$ cat src/core/embmt_pkg.sv
// Shared constants for the eight-bit modem timer
// ==========================================================
package embmt_pkg;
  // ==========================================================
  // Register map (byte addresses)
  localparam logic [5:0] ADR_MODE = 6'h00;
  localparam logic [5:0] ADR_CTL  = 6'h04;
  localparam logic [5:0] ADR_STS  = 6'h08;
  localparam logic [5:0] ADR_CSEL = 6'h0C;
  localparam logic [5:0] ADR_CMA  = 6'h10;
  localparam logic [5:0] ADR_CMB  = 6'h14;
  localparam logic [5:0] ADR_CVA  = 6'h18;
  localparam logic [5:0] ADR_CVB  = 6'h1C;
  localparam logic [5:0] ADR_CAP  = 6'h20;
  localparam logic [5:0] ADR_SHF  = 6'h24;
  // ==========================================================
  // Reset values and field positions
  localparam logic [3:0] MODE_RST = 4'hF;
  localparam logic [3:0] CSEL_RST = 4'hF;
  localparam int CTL_RUN = 0;
  localparam int CTL_TS  = 1;
  localparam int CTL_TOP = 2;
  localparam int CTL_EIM = 3;
  localparam int CM_IRQ  = 0;
  localparam int CM_RST  = 1;
  localparam int CM_TOG  = 2;
  localparam int CM_SGL  = 3;
  localparam int STS_C1  = 0;
  localparam int STS_C2  = 1;
  localparam int STS_ED  = 2;
  // ==========================================================
  // Modes, clock sources, edge selects
  localparam logic [3:0] MD_PLAIN  = 4'hF;
  localparam logic [3:0] MD_XTRIG  = 4'hE;
  localparam logic [3:0] MD_ITRIG  = 4'hD;
  localparam logic [3:0] MD_REDIR1 = 4'hC;
  localparam logic [3:0] MD_REDIR2 = 4'hB;
  localparam logic [3:0] MD_BURSTN = 4'hA;
  localparam logic [3:0] MD_BURSTS = 4'h9;
  localparam logic [3:0] MD_FSK    = 4'h8;
  localparam logic [3:0] MD_PWM    = 4'h7;
  localparam logic [3:0] MD_MANCH  = 4'h6;
  localparam logic [3:0] MD_BIPH   = 4'h5;
  localparam logic [3:0] MD_XCAP   = 4'h4;
  localparam logic [1:0] CS_EDGE = 2'h0;
  localparam logic [1:0] CS_T1   = 2'h1;
  localparam logic [1:0] CS_NB   = 2'h2;
  localparam logic [1:0] CS_SYS  = 2'h3;
  localparam logic [1:0] ES_ANY  = 2'h0;
  localparam logic [1:0] ES_NEG  = 2'h1;
  localparam logic [1:0] ES_POS  = 2'h2;
  localparam logic [1:0] RESP_OKAY   = 2'h0;
  localparam logic [1:0] RESP_SLVERR = 2'h2;
  typedef enum logic [1:0] {
    ST_STOP = 2'b00,
    ST_ARM  = 2'b01,
    ST_RUN  = 2'b11,
    ST_SYNC = 2'b10
  } embmt_state_t;
endpackage

$ cat src/core/embmt_edge_det.sv
// Synchroniser and edge selector for the external edge input
`timescale 1ns/10ps
module embmt_edge_det (
  // Clock and reset
  input  wire logic       sys_clk_i,
  input  wire logic       rst_i,
  // Pin and edge choice
  input  wire logic       pin_i,
  input  wire logic [1:0] sel_i,
  // Results
  output logic            level_o,
  output logic            edge_o
);
  logic s1_reg;
  logic s2_reg;
  logic s3_reg;
  logic rise;
  logic fall;

  // Oscillator stop freezes this path too
  always_ff @(posedge sys_clk_i) begin
    if (rst_i) begin
      s1_reg <= 1'b0;
      s2_reg <= 1'b0;
      s3_reg <= 1'b0;
    end else begin
      s1_reg <= pin_i;
      s2_reg <= s1_reg;
      s3_reg <= s2_reg;
    end
  end

  assign rise    = s2_reg & ~s3_reg;
  assign fall    = ~s2_reg & s3_reg;
  assign level_o = s2_reg;

  always_comb begin
    if (sel_i == embmt_pkg::ES_POS) begin
      edge_o = rise;
    end else if (sel_i == embmt_pkg::ES_NEG) begin
      edge_o = fall;
    end else if (sel_i == embmt_pkg::ES_ANY) begin
      edge_o = rise | fall;
    end else begin
      edge_o = 1'b0;
    end
  end
endmodule

$ cat src/core/embmt_timer.sv
// Eight-bit modem timer with AXI4-Lite register access
//
// Added by the designer: the placing of the registers and the AXI4-Lite slave port.
`timescale 1ns/10ps
module embmt_timer (
  // Clock and reset
  input  wire logic        sys_clk_i,
  input  wire logic        rst_i,
  // AXI4-Lite write
  input  wire logic [5:0]  s_axi_awaddr,
  input  wire logic        s_axi_awvalid,
  output logic             s_axi_awready,
  input  wire logic [31:0] s_axi_wdata,
  input  wire logic [3:0]  s_axi_wstrb,
  input  wire logic        s_axi_wvalid,
  output logic             s_axi_wready,
  output logic [1:0]       s_axi_bresp,
  output logic             s_axi_bvalid,
  input  wire logic        s_axi_bready,
  // AXI4-Lite read
  input  wire logic [5:0]  s_axi_araddr,
  input  wire logic        s_axi_arvalid,
  output logic             s_axi_arready,
  output logic [31:0]      s_axi_rdata,
  output logic [1:0]       s_axi_rresp,
  output logic             s_axi_rvalid,
  input  wire logic        s_axi_rready,
  // Timer inputs
  input  wire logic        ext_edge_input_i,
  input  wire logic        neighbour_toggle_i,
  input  wire logic        neighbour_out_i,
  input  wire logic        neighbour_ff_i,
  input  wire logic        timer1_out_i,
  input  wire logic        serial_data_i,
  // Timer outputs
  output logic             timer_output_pin_o,
  output logic             own_toggle_o,
  output logic             timer_irq_o,
  output logic             shift_clk_o,
  output logic             shift_data_o
);
  // ==========================================================
  // Registers
  logic [3:0] mode_reg;
  logic [3:0] ctl_reg;
  logic [3:0] csel_reg;
  logic [3:0] cma_reg;
  logic [3:0] cmb_reg;
  logic [7:0] cva_reg;
  logic [7:0] cvb_reg;
  logic [2:0] sts_reg;
  logic [7:0] cnt_reg;
  logic [7:0] cap_reg;
  logic [7:0] shf_reg;
  logic       tog_reg;
  logic       sel_b_reg;
  logic       done_a_reg;
  logic       done_b_reg;
  logic       bi_reg;
  logic       nbo_reg;
  logic       t1_reg;
  logic       aw_full_reg;
  logic       w_full_reg;
  logic [5:0] aw_reg;
  logic [31:0] wd_reg;
  logic [3:0] ws_reg;
  embmt_pkg::embmt_state_t st_reg;
  embmt_pkg::embmt_state_t st_next;

  // ==========================================================
  // Decoded controls
  logic       ext_edge;
  logic       ext_lvl;
  logic       run;
  logic       tick;
  logic       counting;
  logic       use_b;
  logic       sup;
  logic       match;
  logic       hit_a;
  logic       hit_b;
  logic [7:0] cmp_val;
  logic [3:0] cm;
  logic       trig;
  logic       start;
  logic       restart;
  logic       demod;
  logic       bit_in;
  logic       wr_go;
  logic       rd_go;
  logic       wr_ctl;
  logic       sts_rd;

  embmt_edge_det u_edge (
    .sys_clk_i (sys_clk_i),
    .rst_i     (rst_i),
    .pin_i     (ext_edge_input_i),
    .sel_i     (csel_reg[3:2]),
    .level_o   (ext_lvl),
    .edge_o    (ext_edge)
  );

  // Disallowed modes keep the counter stopped
  assign run = ctl_reg[embmt_pkg::CTL_RUN] & (|mode_reg[3:2]);
  assign demod = (mode_reg == embmt_pkg::MD_MANCH) | (mode_reg == embmt_pkg::MD_BIPH);
  assign counting = (st_reg == embmt_pkg::ST_RUN) | (st_reg == embmt_pkg::ST_SYNC);
  assign start = (st_reg == embmt_pkg::ST_STOP) & run;

  always_ff @(posedge sys_clk_i) begin
    if (rst_i) begin
      nbo_reg <= 1'b0;
      t1_reg  <= 1'b0;
    end else begin
      nbo_reg <= neighbour_out_i;
      t1_reg  <= timer1_out_i;
    end
  end

  always_comb begin
    case (csel_reg[1:0])
      embmt_pkg::CS_SYS: tick = 1'b1;
      embmt_pkg::CS_NB:  tick = neighbour_out_i & ~nbo_reg;
      embmt_pkg::CS_T1:  tick = timer1_out_i & ~t1_reg;
      default:           tick = ext_edge;
    endcase
  end

  // Trigger sources for the restart modes
  always_comb begin
    case (mode_reg)
      embmt_pkg::MD_XTRIG,
      embmt_pkg::MD_REDIR2: trig = ext_edge;
      embmt_pkg::MD_ITRIG,
      embmt_pkg::MD_PWM:    trig = neighbour_toggle_i;
      default:              trig = 1'b0;
    endcase
  end

  assign restart = ((st_reg == embmt_pkg::ST_RUN) & trig)
                 | ((st_reg == embmt_pkg::ST_SYNC) & ext_edge);

  // ==========================================================
  // Compare selection
  always_comb begin
    if ((mode_reg == embmt_pkg::MD_FSK) | (mode_reg == embmt_pkg::MD_PWM)) begin
      use_b = serial_data_i;
    end else if (cma_reg[embmt_pkg::CM_SGL] & done_a_reg) begin
      use_b = 1'b1;
    end else if (cmb_reg[embmt_pkg::CM_SGL] & done_b_reg) begin
      use_b = 1'b0;
    end else begin
      use_b = sel_b_reg;
    end
  end

  assign cmp_val = use_b ? cvb_reg : cva_reg;
  assign cm      = use_b ? cmb_reg : cma_reg;
  assign sup     = use_b ? (cmb_reg[embmt_pkg::CM_SGL] & done_b_reg)
                         : (cma_reg[embmt_pkg::CM_SGL] & done_a_reg);
  // Match on count x then clear gives period x+1
  assign match = counting & tick & ~restart & (cnt_reg == cmp_val) & ~sup;
  assign hit_a = match & ~use_b;
  assign hit_b = match & use_b;

  // ==========================================================
  // Run state
  always_comb begin
    st_next = st_reg;
    case (st_reg)
      embmt_pkg::ST_STOP: begin
        if (run) begin
          if ((mode_reg == embmt_pkg::MD_XTRIG) | (mode_reg == embmt_pkg::MD_REDIR2)) begin
            st_next = embmt_pkg::ST_ARM;
          end else begin
            st_next = embmt_pkg::ST_RUN;
          end
        end
      end
      embmt_pkg::ST_ARM: begin
        if (ext_edge) begin
          st_next = embmt_pkg::ST_RUN;
        end
      end
      embmt_pkg::ST_RUN: begin
        if (demod & hit_a) begin
          st_next = embmt_pkg::ST_SYNC;
        end
      end
      default: begin
        if (ext_edge) begin
          st_next = embmt_pkg::ST_RUN;
        end
      end
    endcase
    if (!run) begin
      st_next = embmt_pkg::ST_STOP;
    end
  end

  always_ff @(posedge sys_clk_i) begin
    if (rst_i) begin
      st_reg <= embmt_pkg::ST_STOP;
    end else begin
      st_reg <= st_next;
    end
  end

  // ==========================================================
  // Counter and capture
  always_ff @(posedge sys_clk_i) begin
    if (rst_i) begin
      cnt_reg <= 8'h00;
    end else if (!counting || restart) begin
      cnt_reg <= 8'h00;
    end else if (match && cm[embmt_pkg::CM_RST]) begin
      cnt_reg <= 8'h00;
    end else if (tick) begin
      cnt_reg <= cnt_reg + 8'h01;
    end
  end

  always_ff @(posedge sys_clk_i) begin
    if (rst_i) begin
      cap_reg <= 8'h00;
    end else begin
      case (mode_reg)
        embmt_pkg::MD_XTRIG,
        embmt_pkg::MD_REDIR2,
        embmt_pkg::MD_ITRIG: begin
          if (restart) begin
            cap_reg <= cnt_reg;
          end
        end
        embmt_pkg::MD_XCAP: begin
          if (ext_edge) begin
            cap_reg <= cnt_reg;
          end
        end
        default: cap_reg <= cnt_reg;
      endcase
    end
  end

  // Alternation and single-action bookkeeping
  always_ff @(posedge sys_clk_i) begin
    if (rst_i) begin
      sel_b_reg  <= 1'b0;
      done_a_reg <= 1'b0;
      done_b_reg <= 1'b0;
    end else if (start || restart || !counting) begin
      sel_b_reg  <= 1'b0;
      done_a_reg <= 1'b0;
      done_b_reg <= 1'b0;
    end else if (match) begin
      sel_b_reg  <= ~use_b;
      if (hit_a && cma_reg[embmt_pkg::CM_SGL]) begin
        done_a_reg <= 1'b1;
      end
      if (hit_b && cmb_reg[embmt_pkg::CM_SGL]) begin
        done_b_reg <= 1'b1;
      end
    end
  end

  // Preset only while stopped; toggle-with-start on the run edge
  always_ff @(posedge sys_clk_i) begin
    if (rst_i) begin
      tog_reg <= 1'b0;
    end else if (wr_ctl && !ctl_reg[embmt_pkg::CTL_RUN]) begin
      tog_reg <= wd_reg[embmt_pkg::CTL_TOP];
    end else if (start && ctl_reg[embmt_pkg::CTL_TS]) begin
      tog_reg <= ~tog_reg;
    end else if (match && cm[embmt_pkg::CM_TOG]) begin
      tog_reg <= ~tog_reg;
    end
  end

  // ==========================================================
  // Output stage
  always_ff @(posedge sys_clk_i) begin
    if (rst_i) begin
      timer_output_pin_o <= 1'b0;
      own_toggle_o       <= 1'b0;
      timer_irq_o        <= 1'b0;
    end else begin
      own_toggle_o <= match & cm[embmt_pkg::CM_TOG];
      timer_irq_o  <= (match & cm[embmt_pkg::CM_IRQ])
                    | (ext_edge & ctl_reg[embmt_pkg::CTL_EIM] & ~run);
      case (mode_reg)
        embmt_pkg::MD_REDIR1,
        embmt_pkg::MD_REDIR2,
        embmt_pkg::MD_MANCH,
        embmt_pkg::MD_BIPH:   timer_output_pin_o <= neighbour_out_i;
        embmt_pkg::MD_BURSTN: timer_output_pin_o <= tog_reg & neighbour_ff_i;
        embmt_pkg::MD_BURSTS: timer_output_pin_o <= tog_reg & serial_data_i;
        default:              timer_output_pin_o <= tog_reg;
      endcase
    end
  end

  // ==========================================================
  // Demodulator
  assign bit_in = (mode_reg == embmt_pkg::MD_BIPH) ? bi_reg : ext_lvl;

  always_ff @(posedge sys_clk_i) begin
    if (rst_i) begin
      bi_reg <= 1'b0;
    end else if (st_reg != embmt_pkg::ST_RUN) begin
      bi_reg <= 1'b0;
    end else if (hit_a) begin
      bi_reg <= 1'b0;
    end else if (ext_edge) begin
      bi_reg <= ~bi_reg;
    end
  end

  always_ff @(posedge sys_clk_i) begin
    if (rst_i) begin
      shf_reg      <= 8'h00;
      shift_clk_o  <= 1'b0;
      shift_data_o <= 1'b0;
    end else begin
      shift_clk_o <= demod & hit_a;
      if (demod && hit_a) begin
        shf_reg      <= {shf_reg[6:0], bit_in};
        shift_data_o <= bit_in;
      end
    end
  end

  // ==========================================================
  // Status flags: a new event beats the read clear
  always_ff @(posedge sys_clk_i) begin
    if (rst_i) begin
      sts_reg <= 3'h0;
    end else begin
      sts_reg[embmt_pkg::STS_C1] <= hit_a | (sts_reg[embmt_pkg::STS_C1] & ~sts_rd);
      sts_reg[embmt_pkg::STS_C2] <= hit_b | (sts_reg[embmt_pkg::STS_C2] & ~sts_rd);
      sts_reg[embmt_pkg::STS_ED] <= ext_edge | (sts_reg[embmt_pkg::STS_ED] & ~sts_rd);
    end
  end

  // ==========================================================
  // AXI4-Lite slave
  assign s_axi_awready = ~aw_full_reg & ~s_axi_bvalid;
  assign s_axi_wready  = ~w_full_reg & ~s_axi_bvalid;
  assign s_axi_arready = ~s_axi_rvalid;
  assign wr_go  = aw_full_reg & w_full_reg & ~s_axi_bvalid;
  assign rd_go  = s_axi_arvalid & s_axi_arready;
  assign wr_ctl = wr_go & (aw_reg == embmt_pkg::ADR_CTL) & ws_reg[0];
  assign sts_rd = rd_go & (s_axi_araddr == embmt_pkg::ADR_STS);

  always_ff @(posedge sys_clk_i) begin
    if (rst_i) begin
      aw_full_reg <= 1'b0;
      w_full_reg  <= 1'b0;
      aw_reg      <= 6'h00;
      wd_reg      <= 32'h0000_0000;
      ws_reg      <= 4'h0;
    end else begin
      if (s_axi_awvalid && s_axi_awready) begin
        aw_full_reg <= 1'b1;
        aw_reg      <= s_axi_awaddr;
      end else if (wr_go) begin
        aw_full_reg <= 1'b0;
      end
      if (s_axi_wvalid && s_axi_wready) begin
        w_full_reg <= 1'b1;
        wd_reg     <= s_axi_wdata;
        ws_reg     <= s_axi_wstrb;
      end else if (wr_go) begin
        w_full_reg <= 1'b0;
      end
    end
  end

  always_ff @(posedge sys_clk_i) begin
    if (rst_i) begin
      mode_reg <= embmt_pkg::MODE_RST;
      ctl_reg  <= 4'h0;
      csel_reg <= embmt_pkg::CSEL_RST;
      cma_reg  <= 4'h0;
      cmb_reg  <= 4'h0;
      cva_reg  <= 8'h00;
      cvb_reg  <= 8'h00;
    end else if (wr_go && ws_reg[0]) begin
      if (aw_reg == embmt_pkg::ADR_MODE) begin
        mode_reg <= wd_reg[3:0];
      end else if (aw_reg == embmt_pkg::ADR_CTL) begin
        ctl_reg <= wd_reg[3:0];
      end else if (aw_reg == embmt_pkg::ADR_CSEL) begin
        csel_reg <= wd_reg[3:0];
      end else if (aw_reg == embmt_pkg::ADR_CMA) begin
        cma_reg <= wd_reg[3:0];
      end else if (aw_reg == embmt_pkg::ADR_CMB) begin
        cmb_reg <= wd_reg[3:0];
      end else if (aw_reg == embmt_pkg::ADR_CVA) begin
        cva_reg <= wd_reg[7:0];
      end else if (aw_reg == embmt_pkg::ADR_CVB) begin
        cvb_reg <= wd_reg[7:0];
      end
    end
  end

  always_ff @(posedge sys_clk_i) begin
    if (rst_i) begin
      s_axi_bvalid <= 1'b0;
      s_axi_bresp  <= embmt_pkg::RESP_OKAY;
    end else if (wr_go) begin
      s_axi_bvalid <= 1'b1;
      if ((aw_reg <= embmt_pkg::ADR_CVB) && (aw_reg != embmt_pkg::ADR_STS)
          && (aw_reg[1:0] == 2'h0)) begin
        s_axi_bresp <= embmt_pkg::RESP_OKAY;
      end else begin
        s_axi_bresp <= embmt_pkg::RESP_SLVERR;
      end
    end else if (s_axi_bready) begin
      s_axi_bvalid <= 1'b0;
    end
  end

  always_ff @(posedge sys_clk_i) begin
    if (rst_i) begin
      s_axi_rvalid <= 1'b0;
      s_axi_rdata  <= 32'h0000_0000;
      s_axi_rresp  <= embmt_pkg::RESP_OKAY;
    end else if (rd_go) begin
      s_axi_rvalid <= 1'b1;
      s_axi_rresp  <= embmt_pkg::RESP_OKAY;
      s_axi_rdata  <= 32'h0000_0000;
      if (s_axi_araddr == embmt_pkg::ADR_MODE) begin
        s_axi_rdata[3:0] <= mode_reg;
      end else if (s_axi_araddr == embmt_pkg::ADR_CTL) begin
        s_axi_rdata[3:0] <= ctl_reg;
      end else if (s_axi_araddr == embmt_pkg::ADR_STS) begin
        s_axi_rdata[3:0] <= {counting, sts_reg};
      end else if (s_axi_araddr == embmt_pkg::ADR_CSEL) begin
        s_axi_rdata[3:0] <= csel_reg;
      end else if (s_axi_araddr == embmt_pkg::ADR_CMA) begin
        s_axi_rdata[3:0] <= cma_reg;
      end else if (s_axi_araddr == embmt_pkg::ADR_CMB) begin
        s_axi_rdata[3:0] <= cmb_reg;
      end else if (s_axi_araddr == embmt_pkg::ADR_CVA) begin
        s_axi_rdata[7:0] <= cva_reg;
      end else if (s_axi_araddr == embmt_pkg::ADR_CVB) begin
        s_axi_rdata[7:0] <= cvb_reg;
      end else if (s_axi_araddr == embmt_pkg::ADR_CAP) begin
        s_axi_rdata[7:0] <= cap_reg;
      end else if (s_axi_araddr == embmt_pkg::ADR_SHF) begin
        s_axi_rdata[7:0] <= shf_reg;
      end else begin
        s_axi_rresp <= embmt_pkg::RESP_SLVERR;
      end
    end else if (s_axi_rready) begin
      s_axi_rvalid <= 1'b0;
    end
  end
endmodule

$ cat config.mk
export PLATFORM = sky130hd
export DESIGN_NAME = embmt_timer
export DESIGN_NICKNAME = d
export VERILOG_FILES = /design/src/core/embmt_pkg.sv /design/src/core/embmt_edge_det.sv /design/src/core/embmt_timer.sv
export SDC_FILE = /design/constraint.sdc
export NUM_CORES = 1
export LEC_CHECK = 0
export BUFFER_PORTS_ARGS = -buffer_cell sky130_fd_sc_hd__buf_4
export CELL_PAD_IN_SITES_DETAIL_PLACEMENT = 1
export CELL_PAD_IN_SITES_GLOBAL_PLACEMENT = 2
export CORE_ASPECT_RATIO = 2
export CORE_MARGIN = 2
export CORE_UTILIZATION = 36
export DETAILED_ROUTE_END_ITERATION = 7
export PLACE_DENSITY_LB_ADDON = 0.2
export SYNTH_ARGS = -nofsm -noshare
export SYNTH_HDL_FRONTEND = slang
export SYNTH_HIERARCHICAL = 1
export SYNTH_SLANG_ARGS = --single-unit
$ cat constraint.sdc
create_clock -name sys_clk_i -period 8.7 [get_ports sys_clk_i]
set_input_delay 0 -clock sys_clk_i [delete_from_list [all_inputs] [get_ports sys_clk_i]]
set_output_delay 0 -clock sys_clk_i [all_outputs]
set_load 0.01 [all_outputs]
== Word-level counts from Yosys, hierarchy flattened ==
Index checks and enable logic that the tools add are counted.
Storage, ports and cells
  register bits after elaboration: 111
  bits in latches: 0
  bits in writable memories: 0
  bits in read-only memories: 0
  bits of input ports: 61
  output and inout port bits: 46
  logic and storage cells: 248
  memories: 0
Cells by class
  $add $sub $neg: 1
  $mul: 0
  divide/modulo/power cells: 0
  $lt $le $gt $ge: 1
  equality and inequality tests: 39
  shift-type cells: 0
  muxes and demuxes: 57
  bitwise logic cells: 65
  reduce and logical (&&, ||, !) cells: 48
Operators with widths (count)
  two-way mux 8 bit: 7
  == test 6 x 5 -> 1 bit, second input constant: 8
  two-way mux 4 bit: 12
  bitwise AND 1 bit: 34
  == test 4 bit, second input constant: 7
  two-way mux 2 bit: 14
  inverter 1 bit: 21
  == test 6 x 4 -> 1 bit, second input constant: 3
  two-way mux 1 bit: 18
  == test 4 x 3 -> 1 bit, second input constant: 4
  case mux 8 bit (2 select lines): 1
  == test 6 x 3 -> 1 bit, second input constant: 2
  == test 6 bit, second input constant: 2
  logical AND 1 bit: 12
  zero test 6 bit: 2
  == test 2 bit, second input constant: 5
  OR 1 bit: 10
  AND reduction 2 bit: 5
  OR reduction 2 bit: 5
  OR reduction 3 bit: 3
  adder 8 x 1 -> 8 bit, second input constant: 1
  == test 8 bit: 1
  AND reduction 8 bit: 1
  nonzero test 2 bit: 4
  19 further kinds: 29

== Depth between registers and ports, before layout ==
Gate-level depths: netlist (run 1).
  depth after elaboration: 17
  gate-level depth with buffers: 12
  depth with buffers taken out: 10

== By module ==
Netlist (run 1), hierarchy kept.
Modules (own cells, without submodules)
  embmt_timer: times used 1, cells each 610, area each 5325.1 µm², sequential area each 2102.0 µm²
  embmt_edge_det: times used 1, cells each 14, area each 148.9 µm², sequential area each 60.1 µm²

== Worst setup path before layout (run 1) ==
OpenSTA, ideal clock, no wires.
  kind: flip-flop to flip-flop
  start point: register u_edge.s2_reg (netlist: u_edge/level_o)
  end point: register shf_reg[7]
  library setup time: 0.128 ns
  data arrival time: 2.852 ns
  required time: 8.572 ns
  path slack: 5.720 ns
  stages on the path, launching flop included: 13
  buffers on the path: 2
  clock period less this slack: 2.980 ns
  path through: dfxtp_1 -> inv_2 -> ha_1 -> nor2b_1 -> o31ai_2 -> clkbuf_1 -> nand2b_1 -> a31oi_1 -> o2111ai_1 -> nor4b_1 -> buf_4 -> mux2i_1 -> nor2_1
Between the ends
  longest elaborated chain between the ends: 15
RTL lines
  start: declaration: line embmt_edge_det.sv:15  | logic s2_reg;
  start signal: assignment: line embmt_edge_det.sv:28  | s2_reg <= s1_reg;
  inverter 1 bit: line embmt_edge_det.sv:34  | assign fall = ~s2_reg & s3_reg;
  bitwise AND 1 bit: line embmt_edge_det.sv:34
  OR 1 bit: line embmt_edge_det.sv:43  | edge_o = rise | fall;
  two-way mux 1 bit: line embmt_edge_det.sv:42  | end else if (sel_i == embmt_pkg::ES_ANY) begin
  two-way mux 1 bit: line embmt_edge_det.sv:40  | end else if (sel_i == embmt_pkg::ES_NEG) begin
  two-way mux 1 bit (*): line embmt_edge_det.sv:38  | if (sel_i == embmt_pkg::ES_POS) begin
  named net ext_edge: line embmt_timer.sv:72  | logic ext_edge;
  case mux 1 bit (2 select lines): line embmt_timer.sv:130  | case (mode_reg)
  bitwise AND 1 bit: line embmt_timer.sv:139  | assign restart = ((st_reg == embmt_pkg::ST_RUN) & trig)
  OR 1 bit: line embmt_timer.sv:140  | | ((st_reg == embmt_pkg::ST_SYNC) & ext_edge);
  inverter 1 bit: line embmt_timer.sv:161  | assign match = counting & tick & ~restart & (cnt_reg == cmp_val) & ~sup;
  bitwise AND 1 bit (*) (3 in series): line embmt_timer.sv:161
  bitwise AND 1 bit (*): line embmt_timer.sv:162  | assign hit_a = match & ~use_b;
  logical AND 1 bit (*): line embmt_timer.sv:324  | if (demod && hit_a) begin
  end signal: assignment: line embmt_timer.sv:325  | shf_reg <= {shf_reg[6:0], bit_in};
  end: declaration: line embmt_timer.sv:54  | logic [7:0] shf_reg;
The timed path passes the listed nets; every way through them passes the cells marked *.
A chain may end at the register's enable or synchronous reset.

== Worst setup path in the final report (run 1) ==
  start point: register u_edge.s2_reg (netlist: u_edge/level_o)
  end point: register tog_reg
Between the ends
  longest elaborated chain between the ends: 15
RTL lines
  inverter 1 bit: line embmt_edge_det.sv:34
  bitwise AND 1 bit: line embmt_edge_det.sv:34
  OR 1 bit: line embmt_edge_det.sv:43
  two-way mux 1 bit: line embmt_edge_det.sv:42
  two-way mux 1 bit: line embmt_edge_det.sv:40
  two-way mux 1 bit (*): line embmt_edge_det.sv:38
  named net ext_edge: line embmt_timer.sv:72
  case mux 1 bit (2 select lines): line embmt_timer.sv:130
  bitwise AND 1 bit: line embmt_timer.sv:139
  OR 1 bit: line embmt_timer.sv:140
  inverter 1 bit: line embmt_timer.sv:161
  bitwise AND 1 bit (*) (3 in series): line embmt_timer.sv:161
  logical AND 1 bit (*): line embmt_timer.sv:273  | end else if (match && cm[embmt_pkg::CM_TOG]) begin
  nonzero test 3 bit (no line) (*)
  end signal: assignment: line embmt_timer.sv:270  | tog_reg <= wd_reg[embmt_pkg::CTL_TOP];
  end signal: assignment: line embmt_timer.sv:272  | tog_reg <= ~tog_reg;
  end signal: assignment: line embmt_timer.sv:274  | tog_reg <= ~tog_reg;
  end: declaration: line embmt_timer.sv:55  | logic tog_reg;
Marks and branches as above.

==> results of run 1 <==
==> layer usage <==
layer	GRT usage [%]	wire, um
met1	20.7	5780
met2	42.1	9580
met3	2.32	472
met4	9.15	495
met5	0	0
==> kinds of logic (layout without fill, tap and decap cells) <==
| family | after synthesis | after routing |
|---|---|---|
| buffers and inverters | 85 | 116 |
| adders and majority gates | 7 | 7 |
| AOI/OAI and AO/OA | 107 | 107 |
| DFF | 108 | 108 |
| muxes | 80 | 80 |
| and+or+nand+nor | 215 | 215 |
| other | 1 | 26 |
| xor gates and xnor gates | 21 | 21 |
==> critical path, cell delays in order, from the launching register on <==
cell       delay, ps
dfxtp_1          400
inv_2             50
ha_1             290
nor2b_1          140
o31ai_2          170
buf_4            220
nand2b_1          70
a31oi_1          910
o2111ai_1        420
nor3_2           650
a211oi_1         170
a221o_1          290
==> layout make-up <==
cell class	instances	share of cell area, %
clock buffers	9	3.52
flip-flops and latches	108	33.8
well taps	195	3.81
repair buffers	81	10.5
inverters	19	1.11
multi-input cells	456	46.4
clock inverters	7	0.938
==> cell usage in the layout, fill, tap and decap left out, types with 3 or more instances in the layout <==
cell type and n:
conb_1 26, mux4_2 3, a21oi_1 34, ha_1 7, nor3b_1 5, nand4_1 3, o21ai_0 10, clkbuf_16 9
dfxtp_1 108, o211ai_1 6, o22ai_1 9, nand2b_1 6, inv_1 18, mux2i_1 75, nand3_1 8, a22oi_1 5
and3_1 4, a211oi_1 9, nand2_1 56, xnor2_1 12, dlygate4sd3_1 25, o21a_1 4, inv_6 3, nand3b_1 6
and2_1 3, xor2_1 9, nor2_1 88, nor3_1 6, nor4_1 4, buf_4 56, nor2b_1 12, a31oi_1 7
==> worst max path at each step <==
stage / end / cells after the start / slack [ps] / from
3_5_place_dp: tog_reg / 11 / 4730 / u_edge/level_o
6_report: tog_reg / 11 / 4800 / u_edge/level_o
2_1_floorplan: shf_reg[7] / 12 / 5720 / u_edge/level_o
5_1_grt: tog_reg / 11 / 4530 / u_edge/level_o
4_1_cts: tog_reg / 11 / 4720 / u_edge/level_o
3_3_place_gp: tog_reg / 11 / 4840 / u_edge/level_o
==> through the flow <==
stage	total power, W	utilization (%)	hold WS [ps]	cell area [um2]	setup slack, ps
after floorplan	0.000575	-	66.7	5570	5720
after global placement	0.000597	39.6	184	5870	4840
after detailed placement	0.000599	39.6	193	5870	4730
after CTS	0.00101	43.2	2.49	6400	4720
after global routing	0.00103	43.2	37.4	6400	4530
final	0.000992	43.2	10.3	6400	4800
==> power by group <==
| part | total (W) | switching, W | internal (W) |
|---|---|---|---|
| registers | 0.000515 | 0.0000119 | 0.000503 |
| clock network | 0.000397 | 0.000198 | 0.000199 |
| logic | 0.0000811 | 0.0000442 | 0.0000368 |
| total | 0.000992 | 0.000254 | 0.000739 |
==> metrics, run 1 <==
fin. max-slew vios 0; CTS Buffer Depth 2; Rows 63; async set-reset flop share out of synthesis 0%; hold-fix buffers at CTS 25; register area 2160 um2; final setup fails 0; mux cell area share after synthesis 15.4%; leading post-synthesis cells by cell area dfxtp_1 (39%), mux2i_1 (14%), nor2_1 (6.0%); CP arrival 4130 ps; most frequent cells after synthesis dfxtp_1 (108), nor2_1 (88), mux2i_1 (75); layout cells sized above 1 13.5%; Final Hold Vio Count 0; Placer Congestion 0.857; status finished, final reports clean; worst-skew pair later-pin latency 350 ps; largest family of logic cells by synthesized area simple AND/OR/NAND/NOR gates; Starting Density 36.9%; GR Util All Layers 20.8%; hold endpoint s_axi_rdata[3]; min-delay src s_axi_araddr[5]; Antenna Nets Post-Route 0; chip height 178 um; sequential-to-total area share from yosys stat 39.5%; Rel. slew slack 22.3%; CP Class reg -> reg; max capacitance violation total 0; worst slew pin tran 1160 ps; largest net degree at the start of global routing 87; Critical Path End Type register; Peak VDD IR 0.0837 mV; Tmin final 3900 ps; vias per inst 5.19; CTS tree yes; drt drc 0; Mapped Cells 624; TritonCTS buffer count 9; most common cell in the synthesized netlist dfxtp_1; mapped cell area 5470 um2; Seq cells post-synth 108; ant diodes 0; area of the multi-input gates 2970 um2; worst path required time 8940 ps; Static Leak 2.67 nW; Hold Crit Depth 4; Nets 743; clk slew on worst S/H paths 70 ps; hpwl dp 12300 um; # Post-CTS Setup Buffers 0; Power Dens Cells 155 nW/um2; first-pass GRT wire length 26100 um; buffers added on ports 53; Reg-to-Reg End tog_reg; root buf cell clkbuf_16; period utilization 44.8%; number of global-route vias before repair 4887; Yosys top cell by area dfxtp_1; htree depth 3; DR iter-0 viols 123; yosys synthesis warning count 6; core area 14800 um2; chip width 91.2 um; Synth Area in XOR/XNOR 3.36%; HP Class in -> reg; initial antenna violation count 0; setup_tns 0 ps; number of synthesized flops with an enable pin 0; r2r startpoint u_edge/level_o; Final Non-Filler Cells 875; Post-Synth Simple-Gate Area 18.8%; Post-CTS Resized 0; Detailed Routing Iterations Pass 1 4; average size of a mapped cell 8.77 um2; r2r worst-path depth 11; critical path launch point type register; Clock Sink Count 108; R2R Setup Slk 4800 ps; Adder-Cell Fraction of Synth Area 1.60%; I/O pin count 107; wire length per cell 18.7 um; Die Area 16300 um2; Clock Skews 6.85 ps; fillcell total 1818; Area growth syn-to-layout 17.0%; RSZ-0062 raised after global routing false; top_reg_cell synth dfxtp_1; Detailed Route WL 16300 um; Max Fclk 257 MHz; Placed Instances 834; count of different cell masters after synthesis 65; Compound-Gate Fraction of Synth Area 13.3%; Synth top area share 39.5%; Overflow after GRT 0; Critical Path Fanout Max 9; DR vias 4544
Note: power is estimated with default switching activity, not from simulation.
==> inputs of run 2 (changes only) <==
--- a/config.mk
+++ b/config.mk
@@ -5,12 +5,13 @@
 export SDC_FILE = /design/constraint.sdc
 export NUM_CORES = 1
 export LEC_CHECK = 0
+export ABC_AREA = 1
 export BUFFER_PORTS_ARGS = -buffer_cell sky130_fd_sc_hd__buf_4
 export CELL_PAD_IN_SITES_DETAIL_PLACEMENT = 1
 export CELL_PAD_IN_SITES_GLOBAL_PLACEMENT = 2
 export CORE_ASPECT_RATIO = 2
 export CORE_MARGIN = 2
-export CORE_UTILIZATION = 36
+export CORE_UTILIZATION = 27
 export DETAILED_ROUTE_END_ITERATION = 7
 export PLACE_DENSITY_LB_ADDON = 0.2
 export SYNTH_ARGS = -nofsm -noshare
==> constraint.sdc (replaced) <==
create_clock -name sys_clk_i -period 3.57 [get_ports sys_clk_i]
set_input_delay 0 -clock sys_clk_i [delete_from_list [all_inputs] [get_ports sys_clk_i]]
set_output_delay 0 -clock sys_clk_i [all_outputs]
set_load 0.01 [all_outputs]
==> run 2 against run 1 <==
Against the previous run:
- highest routed layer unchanged
- sequential cell count did not move
- maximum frequency up 31%
- cell count is 27% higher
==> metrics, run 2 <==
Area growth syn-to-layout 19.4%; Peak VDD IR 0.208 mV (+150%); Detailed Route WL 18600 um (+14%); Power Dens Cells 384 nW/um2 (+150%); Synth Area in XOR/XNOR 0.324% (-3.0 points); Placer Congestion 0.841 (-1.9%); sequential-to-total area share from yosys stat 40.0% (+0.46 points); CP Class reg -> reg; final setup fails 0 (unchanged); setup_tns 0 ps (unchanged); GR Util All Layers 18.2% (-2.6 points); Detailed Routing Iterations Pass 1 4 (unchanged); average size of a mapped cell 6.93 um2 (-21%); CP arrival 3240 ps (-890 ps); most common cell after layout, fill and taps aside nand2_1; number of synthesized flops with an enable pin 0 (unchanged); top_reg_cell synth dfxtp_1; Overflow after GRT 0 (unchanged); leading post-synthesis cells by cell area dfxtp_1 (40%), nand2_1 (10%), o21ai_0 (7.7%); most frequent cells after synthesis nand2_1 (148), dfxtp_1 (108), inv_1 (102); CP dominant cell by count nand2_1; clk slew on worst S/H paths 80 ps (about the same); root buf cell clkbuf_16; worst-path cell chain inv_2 > nor2_1 > nand2_1 > nand2_2 > nand2_4 > nand2_4 > nand2_1 > nand3_1 > nand2_1 > nor2_1 > nand2_1 > nor2_2 > nand4_4 > nand2_1 > nand3_1 > nand2_1 > nor2_1; Nets 915 (+23%); first-pass GRT wire length 29400 um (+13%); count of different cell masters after synthesis 39 (-40%); Antenna Nets Post-Route 0 (unchanged); chip height 204 um (+14%); Rel. slew slack 47.1% (+25 points); drt drc 0 (unchanged); TritonCTS buffer count 9 (unchanged); Tmin final 2980 ps (-921 ps); mux cell area share after synthesis 0% (-15 points); Rows 73 (+16%); largest family of logic cells by synthesized area simple AND/OR/NAND/NOR gates; RSZ-0062 raised after global routing false; Compound-Gate Fraction of Synth Area 19.9% (+6.6 points); critical path launch point type register; Clock Sink Count 108 (unchanged); Top delay family on crit path simple AND/OR/NAND/NOR gates; worst path required time 3840 ps (-5100 ps); number of global-route vias before repair 5556 (+14%); mapped cell area 5410 um2 (-1.1%); HP Class in -> reg; Final Hold Vio Count 0 (unchanged); vias per inst 4.73 (-9.0%); max incr delay on CP 470 ps (-440 ps); max capacitance violation total 0 (unchanged); worst slew pin tran 785 ps (-374 ps); Mapped Cells 781 (+25%); Post-Synth Simple-Gate Area 25.4% (+6.6 points); layout cells sized above 1 11.3% (-2.3 points); Die Area 21300 um2 (+31%); status finished, final reports clean; Static Leak 2.76 nW (+3.3%); DR iter-0 viols 140 (+14%); largest net degree at the start of global routing 53 (-39%); buffers added on ports 53 (unchanged); fin util 32.7% (-10 points); Yosys top cell by area dfxtp_1; I/O pin count 107 (unchanged); chip width 104 um (+14%); Starting Density 27.4% (-9.5 points); CP max-delay cell dfxtp_1; async set-reset flop share out of synthesis 0% (unchanged); Clock Skews 11.4 ps (+4.58 ps); DR vias 5267 (+16%); yosys synthesis warning count 6 (unchanged); wire length per cell 16.7 um (-10%); worst-skew pair later-pin latency 370 ps (+20 ps); period utilization 83.3% (+39 points); Synth top area share 40.0% (+0.46 points); fin. max-slew vios 0 (unchanged); CTS Buffer Depth 2 (unchanged); Seq cells post-synth 108 (unchanged); most frequent cells in the layout nand2_1 (148), dfxtp_1 (108), inv_1 (102), nor2_1 (86), o21ai_0 (83); Critical Path End Type register; Max Fclk 336 MHz (+31%); CTS tree yes; hpwl dp 14900 um (+21%); core area 19700 um2 (+33%); initial antenna violation count 0 (unchanged); CP Buf/Inv Count 1 (-1); htree depth 3 (unchanged); Critical Path Fanout Max 23 (+14); Adder-Cell Fraction of Synth Area 1.62% (+0.018 points); most common cell in the synthesized netlist nand2_1; ant diodes 0 (unchanged)
run 2: cell count changes after synthesis, sizes merged, moves of 9 or more:
| cell | before | now |
|---|---|---|
| clkbuf | 33 | 15 |
| xnor2 | 12 | 0 |
| o21ai | 10 | 86 |
| nor2b | 13 | 0 |
| inv | 19 | 105 |
| a21oi | 34 | 81 |
| mux2i | 75 | 0 |
| nand3 | 8 | 43 |
| o22ai | 9 | 0 |
| nand2 | 56 | 153 |
run 2: kinds of logic (layout without fill, tap and decap cells):
logic type,after synthesis,after routing
buffers and inverters,152,198
adder cells (fa/ha/maj),7,7
XOR/XNOR,2,2
AO/OA/AOI/OAI,195,195
AND/OR/NAND/NOR,316,316
flip-flops,108,108
other,1,26
run 2: metrics by stage:
stage | hold slack, ps | setup WS, ps | instances | area (um2) | power (W)
after global routing | 39.4 | 215 | 1114 | 6460 | 0.00260
after floorplan | 71.2 | 1160 | 806 | 5510 | 0.00140
after detailed placement | 217 | 616 | 1078 | 5960 | 0.00146
final | 14.4 | 595 | 1114 | 6460 | 0.00248
after CTS | 17.2 | 594 | 1114 | 6460 | 0.00252
after global placement | 210 | 704 | 1078 | 5960 | 0.00146
run 2: metal layers:
metal	track usage (%)	up-vias	routed length, um
li1	-	2628	-
met1	17.2	2540	6700
met2	37.3	71	10900
met3	2.77	28	402
met4	8.35	0	690
met5	0	-	0
run 2: where the power goes:
part           leakage (nW)  switching, W  total (W)  internal (W)
sequential            0.876     0.0000196    0.00125       0.00123
clock                 0.147      0.000535    0.00103      0.000498
combinational          1.74      0.000122   0.000200     0.0000777
run 2: final cells by class:
| type | count | area, um2 |
|---|---|---|
| Fill cell | 2532 | 13300 |
| Multi-Input combinational cell | 546 | 2650 |
| Sequential cell | 108 | 2160 |
| Timing Repair Buffer | 76 | 621 |
| Inverter | 106 | 398 |
| Tap cell | 262 | 328 |
| Clock buffer | 9 | 225 |
| Clock inverter | 7 | 71.3 |
run 2: what timing repair did:
action | in CTS | in global routing
hold buffers | 20 | 0
hold endpoints to repair | 20 | 0
resized for setup | 0 | 0
buffers inserted | 0 | 0
run 2: final timing paths:
kind | startpoint | end | depth (start not counted) | slack (ps)
max reg2reg | mode_reg[2] | st_reg[0] | 17 | 590
min reg2reg | u_edge/s1_reg | u_edge/level_o | 2 | 410
min | rst_i | u_edge/level_o | 2 | 10
max | mode_reg[2] | st_reg[0] | 17 | 590
run 2: worst reg2reg max path, delay by kind of cell, from the launching register on:
kind                   cells  cell delay [ps]
and+or+nand+nor           16             2310
buffers and inverters      1              110
DFF                        1              470
